File: config.mk
export PLATFORM = sky130hd
export DESIGN_NAME = dma_channel_status_irq_bank
export DESIGN_NICKNAME = d
export VERILOG_FILES = /design/src/rtl/dma_stat_pkg.sv /design/src/rtl/dma_channel_status_irq_bank.sv /design/src/rtl/w1c_flag_set.sv
export SDC_FILE = /design/constraint.sdc
export NUM_CORES = 1
export LEC_CHECK = 0
export BUFFER_PORTS_ARGS = -buffer_cell sky130_fd_sc_hd__buf_4
export CAP_MARGIN = 20
export CORE_UTILIZATION = 40
export DETAILED_ROUTE_END_ITERATION = 12
export PLACE_DENSITY = 0.65
export SLEW_MARGIN = 20
export SYNTH_ARGS = -nofsm -noshare
export SYNTH_HDL_FRONTEND = slang
export SYNTH_HIERARCHICAL = 1
export SYNTH_SLANG_ARGS = --single-unit
File: constraint.sdc
create_clock -name clk_i -period 1.95 [get_ports clk_i]
set_input_delay 0.195 -clock clk_i [delete_from_list [all_inputs] [get_ports clk_i]]
set_output_delay 0.195 -clock clk_i [all_outputs]
set_load 0.005 [all_outputs]
File: src/rtl/dma_stat_pkg.sv
// Package: register map, widths and event carriers for the DMA
// channel status and interrupt bank.
// Assumes a plain address/strobe register port with 32-bit data.
`default_nettype none

package dma_stat_pkg;

  localparam int unsigned NUM_CH    = 16;
  localparam int unsigned ADDR_W    = 32;
  localparam int unsigned DATA_W    = 32;

  // Byte addresses of the bank's registers
  localparam logic [ADDR_W-1:0] ADDR_RUNNING   = 32'h5000_4030;
  localparam logic [ADDR_W-1:0] ADDR_OCCUPIED  = 32'h5000_4038;
  localparam logic [ADDR_W-1:0] ADDR_FAULT     = 32'h5000_4040;
  localparam logic [ADDR_W-1:0] ADDR_IEN_SET   = 32'h5000_4048;
  localparam logic [ADDR_W-1:0] ADDR_IEN_CLR   = 32'h5000_4050;
  localparam logic [ADDR_W-1:0] ADDR_COMP_A    = 32'h5000_4058;
  localparam logic [ADDR_W-1:0] ADDR_COMP_B    = 32'h5000_4060;

  // Reset values of the readable flag sets
  localparam logic [NUM_CH-1:0] FLAGS_RST      = 16'h0000;
  localparam logic [DATA_W-1:0] RDATA_RST      = 32'h0000_0000;

  typedef logic [NUM_CH-1:0] chan_vec_t;

  // Per-channel events reported by the transfer engine
  typedef struct packed {
    chan_vec_t start;      // Transfer operation starts
    chan_vec_t drained;    // Pipeline empty after last descriptor
    chan_vec_t in_pipe;    // Any operation still in the pipeline
    chan_vec_t fault;      // Channel fault detected
    chan_vec_t exhaust;    // Descriptor exhausted
    chan_vec_t raise_a;    // raise_a_on_exhaust of current config
    chan_vec_t raise_b;    // raise_b_on_exhaust of current config
  } engine_evt_s;

  // Register port request
  typedef struct packed {
    logic [ADDR_W-1:0] addr;
    logic [DATA_W-1:0] wdata;
    logic              wr;
    logic              rd;
  } reg_req_s;

endpackage : dma_stat_pkg

`default_nettype wire

File: src/rtl/dma_channel_status_irq_bank.sv
// DMA channel status and interrupt register bank, 16 channels.
// Assumes engine events arrive on clk_i from the transfer engine and
// software uses a one-cycle strobe register port, read data next cycle.
`timescale 1ns/1ps
`default_nettype none

module dma_channel_status_irq_bank (
  input  wire logic                          clk_i,
  input  wire logic                          rst_i,
  input  wire dma_stat_pkg::reg_req_s        req_i,
  output logic      [dma_stat_pkg::DATA_W-1:0] rdata_o,
  input  wire dma_stat_pkg::engine_evt_s     evt_i,
  output logic                               irq_o
);
  import dma_stat_pkg::*;

  ////////////////////////////////////////////////////////////////////
  // Helpers
  ////////////////////////////////////////////////////////////////////

  // Write strobe for one register, masked to channel bits
  function automatic chan_vec_t wr_ones(input reg_req_s r,
                                        input logic [ADDR_W-1:0] a);
    if (r.wr && r.addr == a) begin
      return r.wdata[NUM_CH-1:0];
    end
    return '0;
  endfunction

  // Place a channel vector in a bus word, upper bits zero
  function automatic logic [DATA_W-1:0] widen(input chan_vec_t v);
    return {{(DATA_W-NUM_CH){1'b0}}, v};
  endfunction

  ////////////////////////////////////////////////////////////////////
  // Registers
  ////////////////////////////////////////////////////////////////////

  chan_vec_t running_reg;
  chan_vec_t occupied_reg;
  chan_vec_t irq_allow_reg;
  chan_vec_t fault_flags;
  chan_vec_t comp_a_flags;
  chan_vec_t comp_b_flags;
  chan_vec_t comp_a_set;
  chan_vec_t comp_b_set;
  logic [DATA_W-1:0] rdata_reg;
  logic [DATA_W-1:0] rdata_next;
  logic              irq_reg;
  logic              irq_next;

  // Running flags follow start and drain; start wins over drain
  always_ff @(posedge clk_i) begin
    if (rst_i) begin
      running_reg <= FLAGS_RST;
    end else begin
      running_reg <= (running_reg & ~evt_i.drained)
                     | evt_i.start;
    end
  end

  // Occupied view, kept regardless of channel enable
  always_ff @(posedge clk_i) begin
    if (rst_i) begin
      occupied_reg <= FLAGS_RST;
    end else begin
      occupied_reg <= evt_i.in_pipe;
    end
  end

  // Interrupt enables: set by ones, cleared by ones on clear register
  always_ff @(posedge clk_i) begin
    if (rst_i) begin
      irq_allow_reg <= FLAGS_RST;
    end else begin
      irq_allow_reg <= (irq_allow_reg
                        & ~wr_ones(req_i, ADDR_IEN_CLR))
                       | wr_ones(req_i, ADDR_IEN_SET);
    end
  end

  // Completion events only from exhaust; faults never feed them
  assign comp_a_set = evt_i.exhaust & evt_i.raise_a;
  assign comp_b_set = evt_i.exhaust & evt_i.raise_b;

  // Fault flags, set wins over clear
  w1c_flag_set u_fault (
    .clk_i   (clk_i),
    .rst_i   (rst_i),
    .set_i   (evt_i.fault),
    .clr_i   (wr_ones(req_i, ADDR_FAULT)),
    .flags_o (fault_flags)
  );

  // Completion-A flags
  w1c_flag_set u_comp_a (
    .clk_i   (clk_i),
    .rst_i   (rst_i),
    .set_i   (comp_a_set),
    .clr_i   (wr_ones(req_i, ADDR_COMP_A)),
    .flags_o (comp_a_flags)
  );

  // Completion-B flags
  w1c_flag_set u_comp_b (
    .clk_i   (clk_i),
    .rst_i   (rst_i),
    .set_i   (comp_b_set),
    .clr_i   (wr_ones(req_i, ADDR_COMP_B)),
    .flags_o (comp_b_flags)
  );

  ////////////////////////////////////////////////////////////////////
  // Read path
  ////////////////////////////////////////////////////////////////////

  // Read mux; write-only and unmapped addresses read zero
  always_comb begin
    rdata_next = RDATA_RST;
    if (req_i.rd) begin
      case (req_i.addr)
        ADDR_RUNNING:  rdata_next = widen(running_reg);
        ADDR_OCCUPIED: rdata_next = widen(occupied_reg);
        ADDR_FAULT:    rdata_next = widen(fault_flags);
        ADDR_IEN_SET:  rdata_next = widen(irq_allow_reg);
        ADDR_COMP_A:   rdata_next = widen(comp_a_flags);
        ADDR_COMP_B:   rdata_next = widen(comp_b_flags);
        default:       rdata_next = RDATA_RST;
      endcase
    end
  end

  // Read data stands only in the cycle after the strobe
  always_ff @(posedge clk_i) begin
    if (rst_i) begin
      rdata_reg <= RDATA_RST;
    end else begin
      rdata_reg <= rdata_next;
    end
  end

  assign rdata_o = rdata_reg;

  ////////////////////////////////////////////////////////////////////
  // Interrupt output
  ////////////////////////////////////////////////////////////////////

  // Faults unmasked, completions gated by the channel enable
  assign irq_next = (|fault_flags)
                  | (|(comp_a_flags & irq_allow_reg))
                  | (|(comp_b_flags & irq_allow_reg));

  // Registered interrupt line
  always_ff @(posedge clk_i) begin
    if (rst_i) begin
      irq_reg <= 1'b0;
    end else begin
      irq_reg <= irq_next;
    end
  end

  assign irq_o = irq_reg;

endmodule // dma_channel_status_irq_bank

`default_nettype wire

File: src/rtl/w1c_flag_set.sv
// W1C flag vector with set-over-clear priority.
// Assumes set and clear are one-cycle pulses on clk_i.
`timescale 1ns/1ps
`default_nettype none

module w1c_flag_set (
  input  wire logic                          clk_i,
  input  wire logic                          rst_i,
  input  wire logic [dma_stat_pkg::NUM_CH-1:0] set_i,
  input  wire logic [dma_stat_pkg::NUM_CH-1:0] clr_i,
  output logic      [dma_stat_pkg::NUM_CH-1:0] flags_o
);
  import dma_stat_pkg::*;

  chan_vec_t flags_reg;

  // Hardware set wins over a software clear in the same cycle
  always_ff @(posedge clk_i) begin
    if (rst_i) begin
      flags_reg <= FLAGS_RST;
    end else begin
      flags_reg <= (flags_reg & ~clr_i) | set_i;
    end
  end

  assign flags_o = flags_reg;

endmodule // w1c_flag_set

`default_nettype wire

## After elaboration in Yosys (flattened, before gate mapping)

Index checks and enable logic that the tools add are counted.

- Add/subtract/negate cells: 0
- Multipliers: 0
- Divide/modulo/power cells: 0
- Magnitude comparators: 0
- Equality and inequality tests: 7
- Shifts and indexed selects: 0
- Muxes and demuxes: 20
- Bitwise gates (word level): 22
- Reduce and logical (&&, ||, !) cells: 9

Operators by type and width:

| cell | number |
|---|---|
| 32-bit by 31-bit == test with 1-bit output, second input constant | 7 |
| 16-bit two-way mux | 12 |
| 16-bit bitwise AND | 9 |
| 16-bit one-hot mux with 6 select lines | 1 |
| 16-bit inverter | 5 |
| 16-bit bitwise OR | 5 |
| 16-bit OR reduction | 3 |
| 1-bit two-way mux | 7 |
| 1-bit logical AND | 5 |
| 1-bit bitwise OR | 2 |
| 2-bit OR reduction | 1 |
| 1-bit inverter | 1 |

- Register bits after elaboration: 129
- Latch bits: 0
- Memory bits (writable): 0
- ROM bits: 0
- Output and inout bits: 33
- Memories: 0

## Longest topological paths before layout

Gate-level depths: netlist of run 1.

- Word-level depth: 9
- Depth in mapped cells: 8

## Hierarchy

The synthesis of run 1 kept the hierarchy.

By module, submodules not included:

| module | instances | cells an instance | area an instance (um^2) | seq. area each (um^2) |
|---|---|---|---|---|
| dma_channel_status_irq_bank | 1 | 452 | 3777.4 | 1301.2 |
| w1c_flag_set | 3 | 66 | 629.4 | 320.3 |

## Worst setup path after synthesis of run 1

Ideal clock, no wire load.

- Kind: input to register
- From: in req_i[35] (netlist bit)
- To: reg u_comp_b.flags_reg[10], in the netlist u_comp_b/flags_o[10]
- Arrival time: 1.493 ns
- Required time: 1.837 ns
- Slack: 0.343 ns
- Stages on the path: 8
- Buffers on the path: 2
- Path through: nor4_2 -> and4_1 -> buf_4 -> and3_4 -> buf_6 -> and2_1 -> nand2b_1 -> a21oi_2

- Word-level cells in the longest chain between the ends: 7

Ends and longest elaborated chain:

| what | line | RTL |
|---|---|---|
| start, declared | dma_channel_status_irq_bank.sv:10 | `input wire dma_stat_pkg::reg_req_s req_i,` |
| 32-bit by 31-bit == test with 1-bit output | dma_channel_status_irq_bank.sv:24 | `if (r.wr && r.addr == a) begin` |
| 1-bit logical AND | dma_channel_status_irq_bank.sv:24 |  |
| 1-bit two-way mux | dma_channel_status_irq_bank.sv:24 |  |
| 16-bit two-way mux | dma_channel_status_irq_bank.sv:27 | `return '0;` |
| 16-bit inverter | w1c_flag_set.sv:22 | `flags_reg <= (flags_reg & ~clr_i) \| set_i;` |
| 16-bit bitwise AND | w1c_flag_set.sv:22 |  |
| 16-bit bitwise OR | w1c_flag_set.sv:22 |  |
| end signal, assigned | w1c_flag_set.sv:22 |  |
| end, declared | w1c_flag_set.sv:15 | `chan_vec_t flags_reg;` |

No other way between the ends.
A chain may end at the register's enable or synchronous reset.

## Worst setup path in the final report of run 1

- From: in req_i[59] (netlist bit)
- To: reg u_fault.flags_reg[13], in the netlist u_fault/flags_o[13]

- Word-level cells in the longest chain between the ends: 7

Ends and longest elaborated chain:

| what | line |
|---|---|
| 32-bit by 31-bit == test with 1-bit output | dma_channel_status_irq_bank.sv:24 |
| 1-bit logical AND | dma_channel_status_irq_bank.sv:24 |
| 1-bit two-way mux | dma_channel_status_irq_bank.sv:24 |
| 16-bit two-way mux | dma_channel_status_irq_bank.sv:27 |
| 16-bit inverter | w1c_flag_set.sv:22 |
| 16-bit bitwise AND | w1c_flag_set.sv:22 |
| 16-bit bitwise OR | w1c_flag_set.sv:22 |
| end signal, assigned | w1c_flag_set.sv:22 |
| end, declared | w1c_flag_set.sv:15 |

No other way between the ends.

==> run_results.csv, run 1 <==
group,metric,value,unit
drt,drc,0,
cts,cts-root-buf,"sky130_fd_sc_hd__clkbuf_16",
finish,layout.core_utilization,0.5809,
hold_path,hold_class,"primary input to register",
critical_path,cell_count_of_the_worst_reg_to_reg_path,4,
floorplan,design.core.area,13830,sq um
placement,numPortBuffers,180,
synth,synth-seq-area-share,0.3993,
sta,rsz_0062_raised_after_global_routing,"false",
sta,min_period_over_period,0.7724,
finish,final_cell_mix,"sky130_fd_sc_hd__buf_4, sky130_fd_sc_hd__dfxtp_1, sky130_fd_sc_hd__and2_1, sky130_fd_sc_hd__inv_1, sky130_fd_sc_hd__nand2b_1",
cts,clkSlewWorstSetupHoldPaths,50,ps
critical_path,worstPathMaxFanout,10,
floorplan,floorplan.initialDensity,0.4097,
sta,report.final.slew_viol_count,0,
drt,maxUsedRoutingLayer,"met4",
drt,detailroute.wirelength.met3,1052,um
sta,timing.final.hold_violations,0,
cts,cts.sink_count,113,
drt,dr_total_vias,5422,
critical_path,critical-path-max-stage-delay,410,ps
synth,mappedNetlistArea,5665,sq um
placement,finalWeightedCongestion,0.9122,
sta,layout_min_cycle_time,1506,ps
critical_path,worst_setup_path_end_kind,"register",
floorplan,die_width,121.0,um
floorplan,die-height,121.0,um
critical_path,cp_cell_sequence,"buf_4, nor4b_1, and4_2, and3_1, buf_4, and2_1, nand2b_1, a21oi_1",
pwr,power_leakage,0.003548,uW
synth,synth.avg_cell_area,8.716,sq um
global_routing,global_route.usage.total,0.2581,
drt,wl_met2,9465,um
finish,area_taken_by_flip_flops_and_latches,2262,sq um
critical_path,critPathLaunchType,"primary input",
finish,share_of_cells_above_drive_strength_1,0.3105,
floorplan,full_die_area,14640,sq um
cts,tritoncts,"built",
global_routing,grt_pass1_vias,5495,
finish,antenna_cells_inserted,0,
finish,syn2layout_area_growth,41.78,%
sta,fin_skew,4.351,ps
sta,clock.fmax,664.0,MHz
synth,yosys_register_bits,113,
critical_path,worstPathArrival,1790,ps
cts,cts_post_setup_buffers_inserted,0,
drt,drt_pass1_iterations,5,
run,drv.max_cap_violation_count,0,
drt,viasPerCell,5.134,
synth,post_synth_main_area_contributors,"sky130_fd_sc_hd__dfxtp_1, sky130_fd_sc_hd__and2_1, sky130_fd_sc_hd__nand2b_1",
drt,detail_route.wirelength.met1,7108,um
critical_path,required,2230,ps
synth,synth_cells,650,
cts,htree_num_levels,4,
pwr,ir_worst_vdd,586.2,uV
cts,tritoncts_buffers,17,
critical_path,cpMaxStageDelayCell,"sky130_fd_sc_hd__and4_2",
finish,finalNetCount,1043,
global_routing,grt_start_max_net_pins,31,
placement,dp.final_hpwl,13640,um
synth,post-synth-top-area-cell,"sky130_fd_sc_hd__dfxtp_1",
finish,layout.filler_cells,1236,
cts,ctsLongestPathBuffers,2,
drt,antenna_left,0,
floorplan,placementRows,43,
cts,clock_insertion_delay_at_the_later_pin_of_the_skew_report,410,ps
drt,initialDrtViolationCount,394,
hold_path,hold_path_depth,3,
critical_path,worstReg2RegStart,"u_comp_b/flags_o[1]",
global_routing,overflow,0,
critical_path,critical-path-top-cell-by-count,"sky130_fd_sc_hd__buf_4",
finish,multiInputGateArea,2784,sq um
synth,yosys.cell_types.count,41,
cts,post_cts_resized,0,
sta,setup-tns-final,0,ps
drt,routed_wire_length_per_instance,17.31,um
drt,finalWirelength,18280,um
finish,layout.cells.most_common,"sky130_fd_sc_hd__buf_4",
sta,setup_viol_count_final,0,
synth,yosys.area.top_type_share,0.3993,
global_routing,antenna_found_initial,0,
hold_path,holdCritStartpoint,"evt_i[58]",
critical_path,setup.worst_path.class,"primary input to register",
global_routing,grt_first_pass_wirelength,27950,um
floorplan,io_pins,213,
synth,synth_warnings,6,
critical_path,crit_start,"req_i[59]",
pwr,p_per_area,828.1,nW/um^2
run_status,status,"complete, no violations",
[cells in the mapped netlist, drive strengths merged]
cell type and n:
nor2 18, clkbuf 11, and4bb 2, dfxtp 113, a21oi 74, nor4 24
and4 7, nor3 1, nor2b 16, o21ai 17, nand4 8, a22oi 27
nor4b 5, nand2b 64, inv 80, and3 5, conb 1, nor4bb 1
a222oi 3, o22ai 16, a32oi 1, and2 80, clkinv 1, a31oi 7
nand3 7, a22o 22, nand3b 1, buf 38
[area by class of cell]
type                    count  share of cell area
clock inverters            11             0.02586
well taps                 180             0.02804
flip-flops and latches    113              0.2816
multi-input cells         422              0.3466
clock buffers              21             0.05732
repair buffers            228              0.2227
inverters                  81             0.03785
[through the flow]
step	worst slack [ps]	cells	instance area (sq um)	total power, uW	hold slack, ps
2_1_floorplan	343.5	665	5722	2801	312.4
3_3_place_gp	41.84	998	7104	3133	401.7
3_5_place_dp	23.21	998	7104	3148	406.1
4_1_cts	461.8	1056	8033	6702	0.9735
5_1_grt	328.5	1056	8033	6892	13.32
6_report	443.9	1056	8033	6652	20.64
[per-layer routing]
| metal | GRT usage | up-vias |
|---|---|---|
| met1 | 0.2821 | 2551 |
| met4 | 0.1427 | 0 |
| met2 | 0.4589 | 205 |
| met5 | 0 | - |
| li1 | - | 2622 |
| met3 | 0.05874 | 44 |
[power breakdown]
part	total, uW	switching [uW]	internal, uW
Sequential	2520	94.9	2420
Clock	3510	1060	2450
Combinational	626	259	367
Total	6650	1410	5240
[critical path, delay by kind of cell]
| family | cells | cell delay, ps |
|---|---|---|
| AND/OR/NAND/NOR | 5 | 1220 |
| buffers and inverters | 2 | 290 |
| AO/OA/AOI/OAI | 1 | 70 |
[repair_timing]
action | CTS | global route
hold buffers | 26 | 0
endpoints found under the setup margin | 0 | 0
endpoints found under the hold margin | 26 | 0
[path summary, 6_finish.rpt]
| check | endpoint | slack (ps) |
|---|---|---|
| worst max register to register | irq_o | 450 |
| worst max-delay path | u_fault/flags_o[13] | 440 |
| worst min-delay path | u_fault/flags_o[10] | 20 |
| worst min register to register | u_fault/flags_o[12] | 500 |
[kinds of logic after synthesis]
logic type / share of synthesized area
flip-flops: 0.3993
AND/OR/NAND/NOR: 0.2785
buffers and inverters: 0.1193
AO/OA/AOI/OAI: 0.2023
other: 0.0006619
Note: power is estimated with default switching activity, not from simulation.
==> run 2, diff against run 1 <==
==> constraint.sdc (replaced) <==
create_clock -name clk_i -period 1.52 [get_ports clk_i]
set_input_delay 0.152 -clock clk_i [delete_from_list [all_inputs] [get_ports clk_i]]
set_output_delay 0.152 -clock clk_i [all_outputs]
set_load 0.005 [all_outputs]
==> run_results.csv, run 2 (synthesized netlist as in run 1, its figures left out) <==
group,metric,value,unit
critical_path,required,1820,ps
critical_path,cp_cell_sequence,"buf_4, nor4_4, and4_2, and3_2, and2_1, nand2b_1, a21oi_2",
cts,tritoncts,"built",
placement,place.detailed.instances,1009,
global_routing,global_route.usage.total,0.2529,
critical_path,cp-endpoint,"u_comp_b/flags_o[2]",
floorplan,die_width,121.0,um
sta,layout_min_cycle_time,1465,ps
critical_path,cpLargestDelayFamily,"simple AND/OR/NAND/NOR gates",
drt,finalWirelength,18130,um
drt,viasPerCell,5.137,
critical_path,cell_count_of_the_worst_reg_to_reg_path,4,
critical_path,r2r_slack,240,ps
run_status,status,"complete, no violations",
finish,finalNetCount,1077,
drt,antenna_left,0,
cts,clkSlewWorstSetupHoldPaths,50,ps
sta,setup-tns-final,0,ps
finish,finish.instance_area,8389,sq um
floorplan,die-height,121.0,um
critical_path,worst_setup_path_end_kind,"register",
sta,setup_viol_count_final,0,
drt,drt_pass1_iterations,5,
cts,cts_post_setup_buffers_inserted,0,
floorplan,full_die_area,14640,sq um
critical_path,worstPathArrival,1760,ps
floorplan,placementRows,43,
drt,initialDrtViolationCount,463,
cts,cts.sink_count,113,
global_routing,grt_pass1_vias,5658,
critical_path,cpMaxStageDelayCell,"sky130_fd_sc_hd__nor4_4",
sta,worst_slack_on_hold_paths,33.54,ps
drt,drc,0,
sta,clock.fmax,682.4,MHz
run,drv.max_cap_violation_count,0,
finish,final_cell_mix,"sky130_fd_sc_hd__buf_4, sky130_fd_sc_hd__dfxtp_1, sky130_fd_sc_hd__and2_1, sky130_fd_sc_hd__inv_1, sky130_fd_sc_hd__nand2b_1",
critical_path,worstSetupPathDepth,7,
critical_path,crit_start,"req_i[43]",
global_routing,overflow,0,
sta,worst_slack,54.59,ps
floorplan,floorplan.initialDensity,0.4097,
finish,share_of_cells_above_drive_strength_1,0.3157,
sta,fin_skew,5.744,ps
placement,numPortBuffers,180,
placement,dp.final_hpwl,12230,um
critical_path,worstPathMaxFanout,8,
placement,finalWeightedCongestion,0.8533,
sta,timing.final.hold_violations,0,
pwr,ir_worst_vdd,700.3,uV
finish,layout.filler_cells,1185,
sta,report.final.slew_viol_count,0,
global_routing,grt_first_pass_wirelength,28020,um
floorplan,design.core.area,13830,sq um
placement,dpl-instance-area,7258,sq um
cts,ctsLongestPathBuffers,2,
hold_path,hold_class,"primary input to register",
global_routing,antenna_found_initial,0,
finish,area_taken_by_flip_flops_and_latches,2262,sq um
critical_path,r2r-end,"irq_o",
finish,layout.cells.most_common,"sky130_fd_sc_hd__buf_4",
sta,min_period_over_period,0.9641,
critical_path,worstReg2RegStart,"u_comp_b/flags_o[14]",
pwr,power_leakage,0.003704,uW
drt,routed_wire_length_per_instance,16.65,um
finish,multiInputGateArea,2814,sq um
critical_path,cp_num_buf_inv,1,
pwr,p_per_area,1003,nW/um^2
cts,clock_insertion_delay_at_the_later_pin_of_the_skew_report,420,ps
floorplan,io_pins,213,
drt,dr_total_vias,5594,
cts,cts-root-buf,"sky130_fd_sc_hd__clkbuf_16",
critical_path,setup.worst_path.class,"primary input to register",
global_routing,grt_start_max_net_pins,57,
placement,preCtsSetupSlack,-377.2,ps
hold_path,hold_path_depth,3,
sta,rsz_0062_raised_after_global_routing,"false",
finish,syn2layout_area_growth,48.08,%
cts,htree_num_levels,4,
finish,antenna_cells_inserted,0,
cts,tritoncts_buffers,17,
critical_path,critical-path-max-stage-delay,410,ps
critical_path,critPathLaunchType,"primary input",
finish,post_layout_nonfiller_instances,1089,
[run 2: changes by cell type in the layout (fill, tap and decap cells not counted), moves of 2 or more]
cell	before	now
sky130_fd_sc_hd__buf_12	1	5
sky130_fd_sc_hd__nor4b_1	3	1
sky130_fd_sc_hd__dlygate4sd3_1	26	48
sky130_fd_sc_hd__nor4b_2	0	2
sky130_fd_sc_hd__buf_4	201	208
[run 2: worst min-delay path by stage]
| stage | from | end | slack, ps |
|---|---|---|---|
| finish | req_i[11] | irq_allow_reg[9] | 30 |
| global route | req_i[11] | irq_allow_reg[9] | 20 |
| CTS | req_i[11] | irq_allow_reg[9] | 2 |
| detailed placement | evt_i[103] | running_reg[7] | 360 |
| global placement | evt_i[99] | running_reg[3] | 350 |
| floorplan | evt_i[96] | running_reg[0] | 270 |
[run 2: routing by layer]
layer  global-route usage  part of all wire  vias up
met5                    0                 0        -
met4               0.1103             0.023        0
met3              0.06203             0.072       38
met2               0.4346              0.48      270
met1               0.2970              0.42     2599
li1                     -                 -     2687
[run 2: final cells by class]
| type | instances | share of cell area |
|---|---|---|
| multi-input combinational | 423 | 0.3354 |
| sequential | 113 | 0.2696 |
| timing repair buffer | 261 | 0.2553 |
| clock buffer | 20 | 0.05444 |
| inverter | 81 | 0.03624 |
| tap | 180 | 0.02685 |
| clock inverter | 11 | 0.02207 |
[run 2: through the flow]
step | total power [uW] | utilization
2_1_floorplan | 3595 | -
3_3_place_gp | 3997 | 0.5249
3_5_place_dp | 4021 | 0.5249
4_1_cts | 8466 | 0.6061
5_1_grt | 8688 | 0.6067
6_report | 8418 | 0.6067
[run 2: worst reg2reg max path: cells and delay by family, from the launching register on]
kind,cells,cell delay (ps)
compound gates,2,460
flops,1,330
simple gates,2,340
[run 2: timing repair]
action | 4_1_cts | 5_1_grt
resized for setup | 0 | 1
hold buffers | 48 | 0
endpoints found under the hold margin | 48 | 0
endpoints found under the setup margin | 0 | 10
[run 2: power by group]
group / switching (uW) / leakage, uW / internal (uW)
combinational: 347 / 0.00246 / 514
clock: 1380 / 0.000312 / 2970
sequential: 103 / 0.000933 / 3110
total: 1830 / 0.00370 / 6590
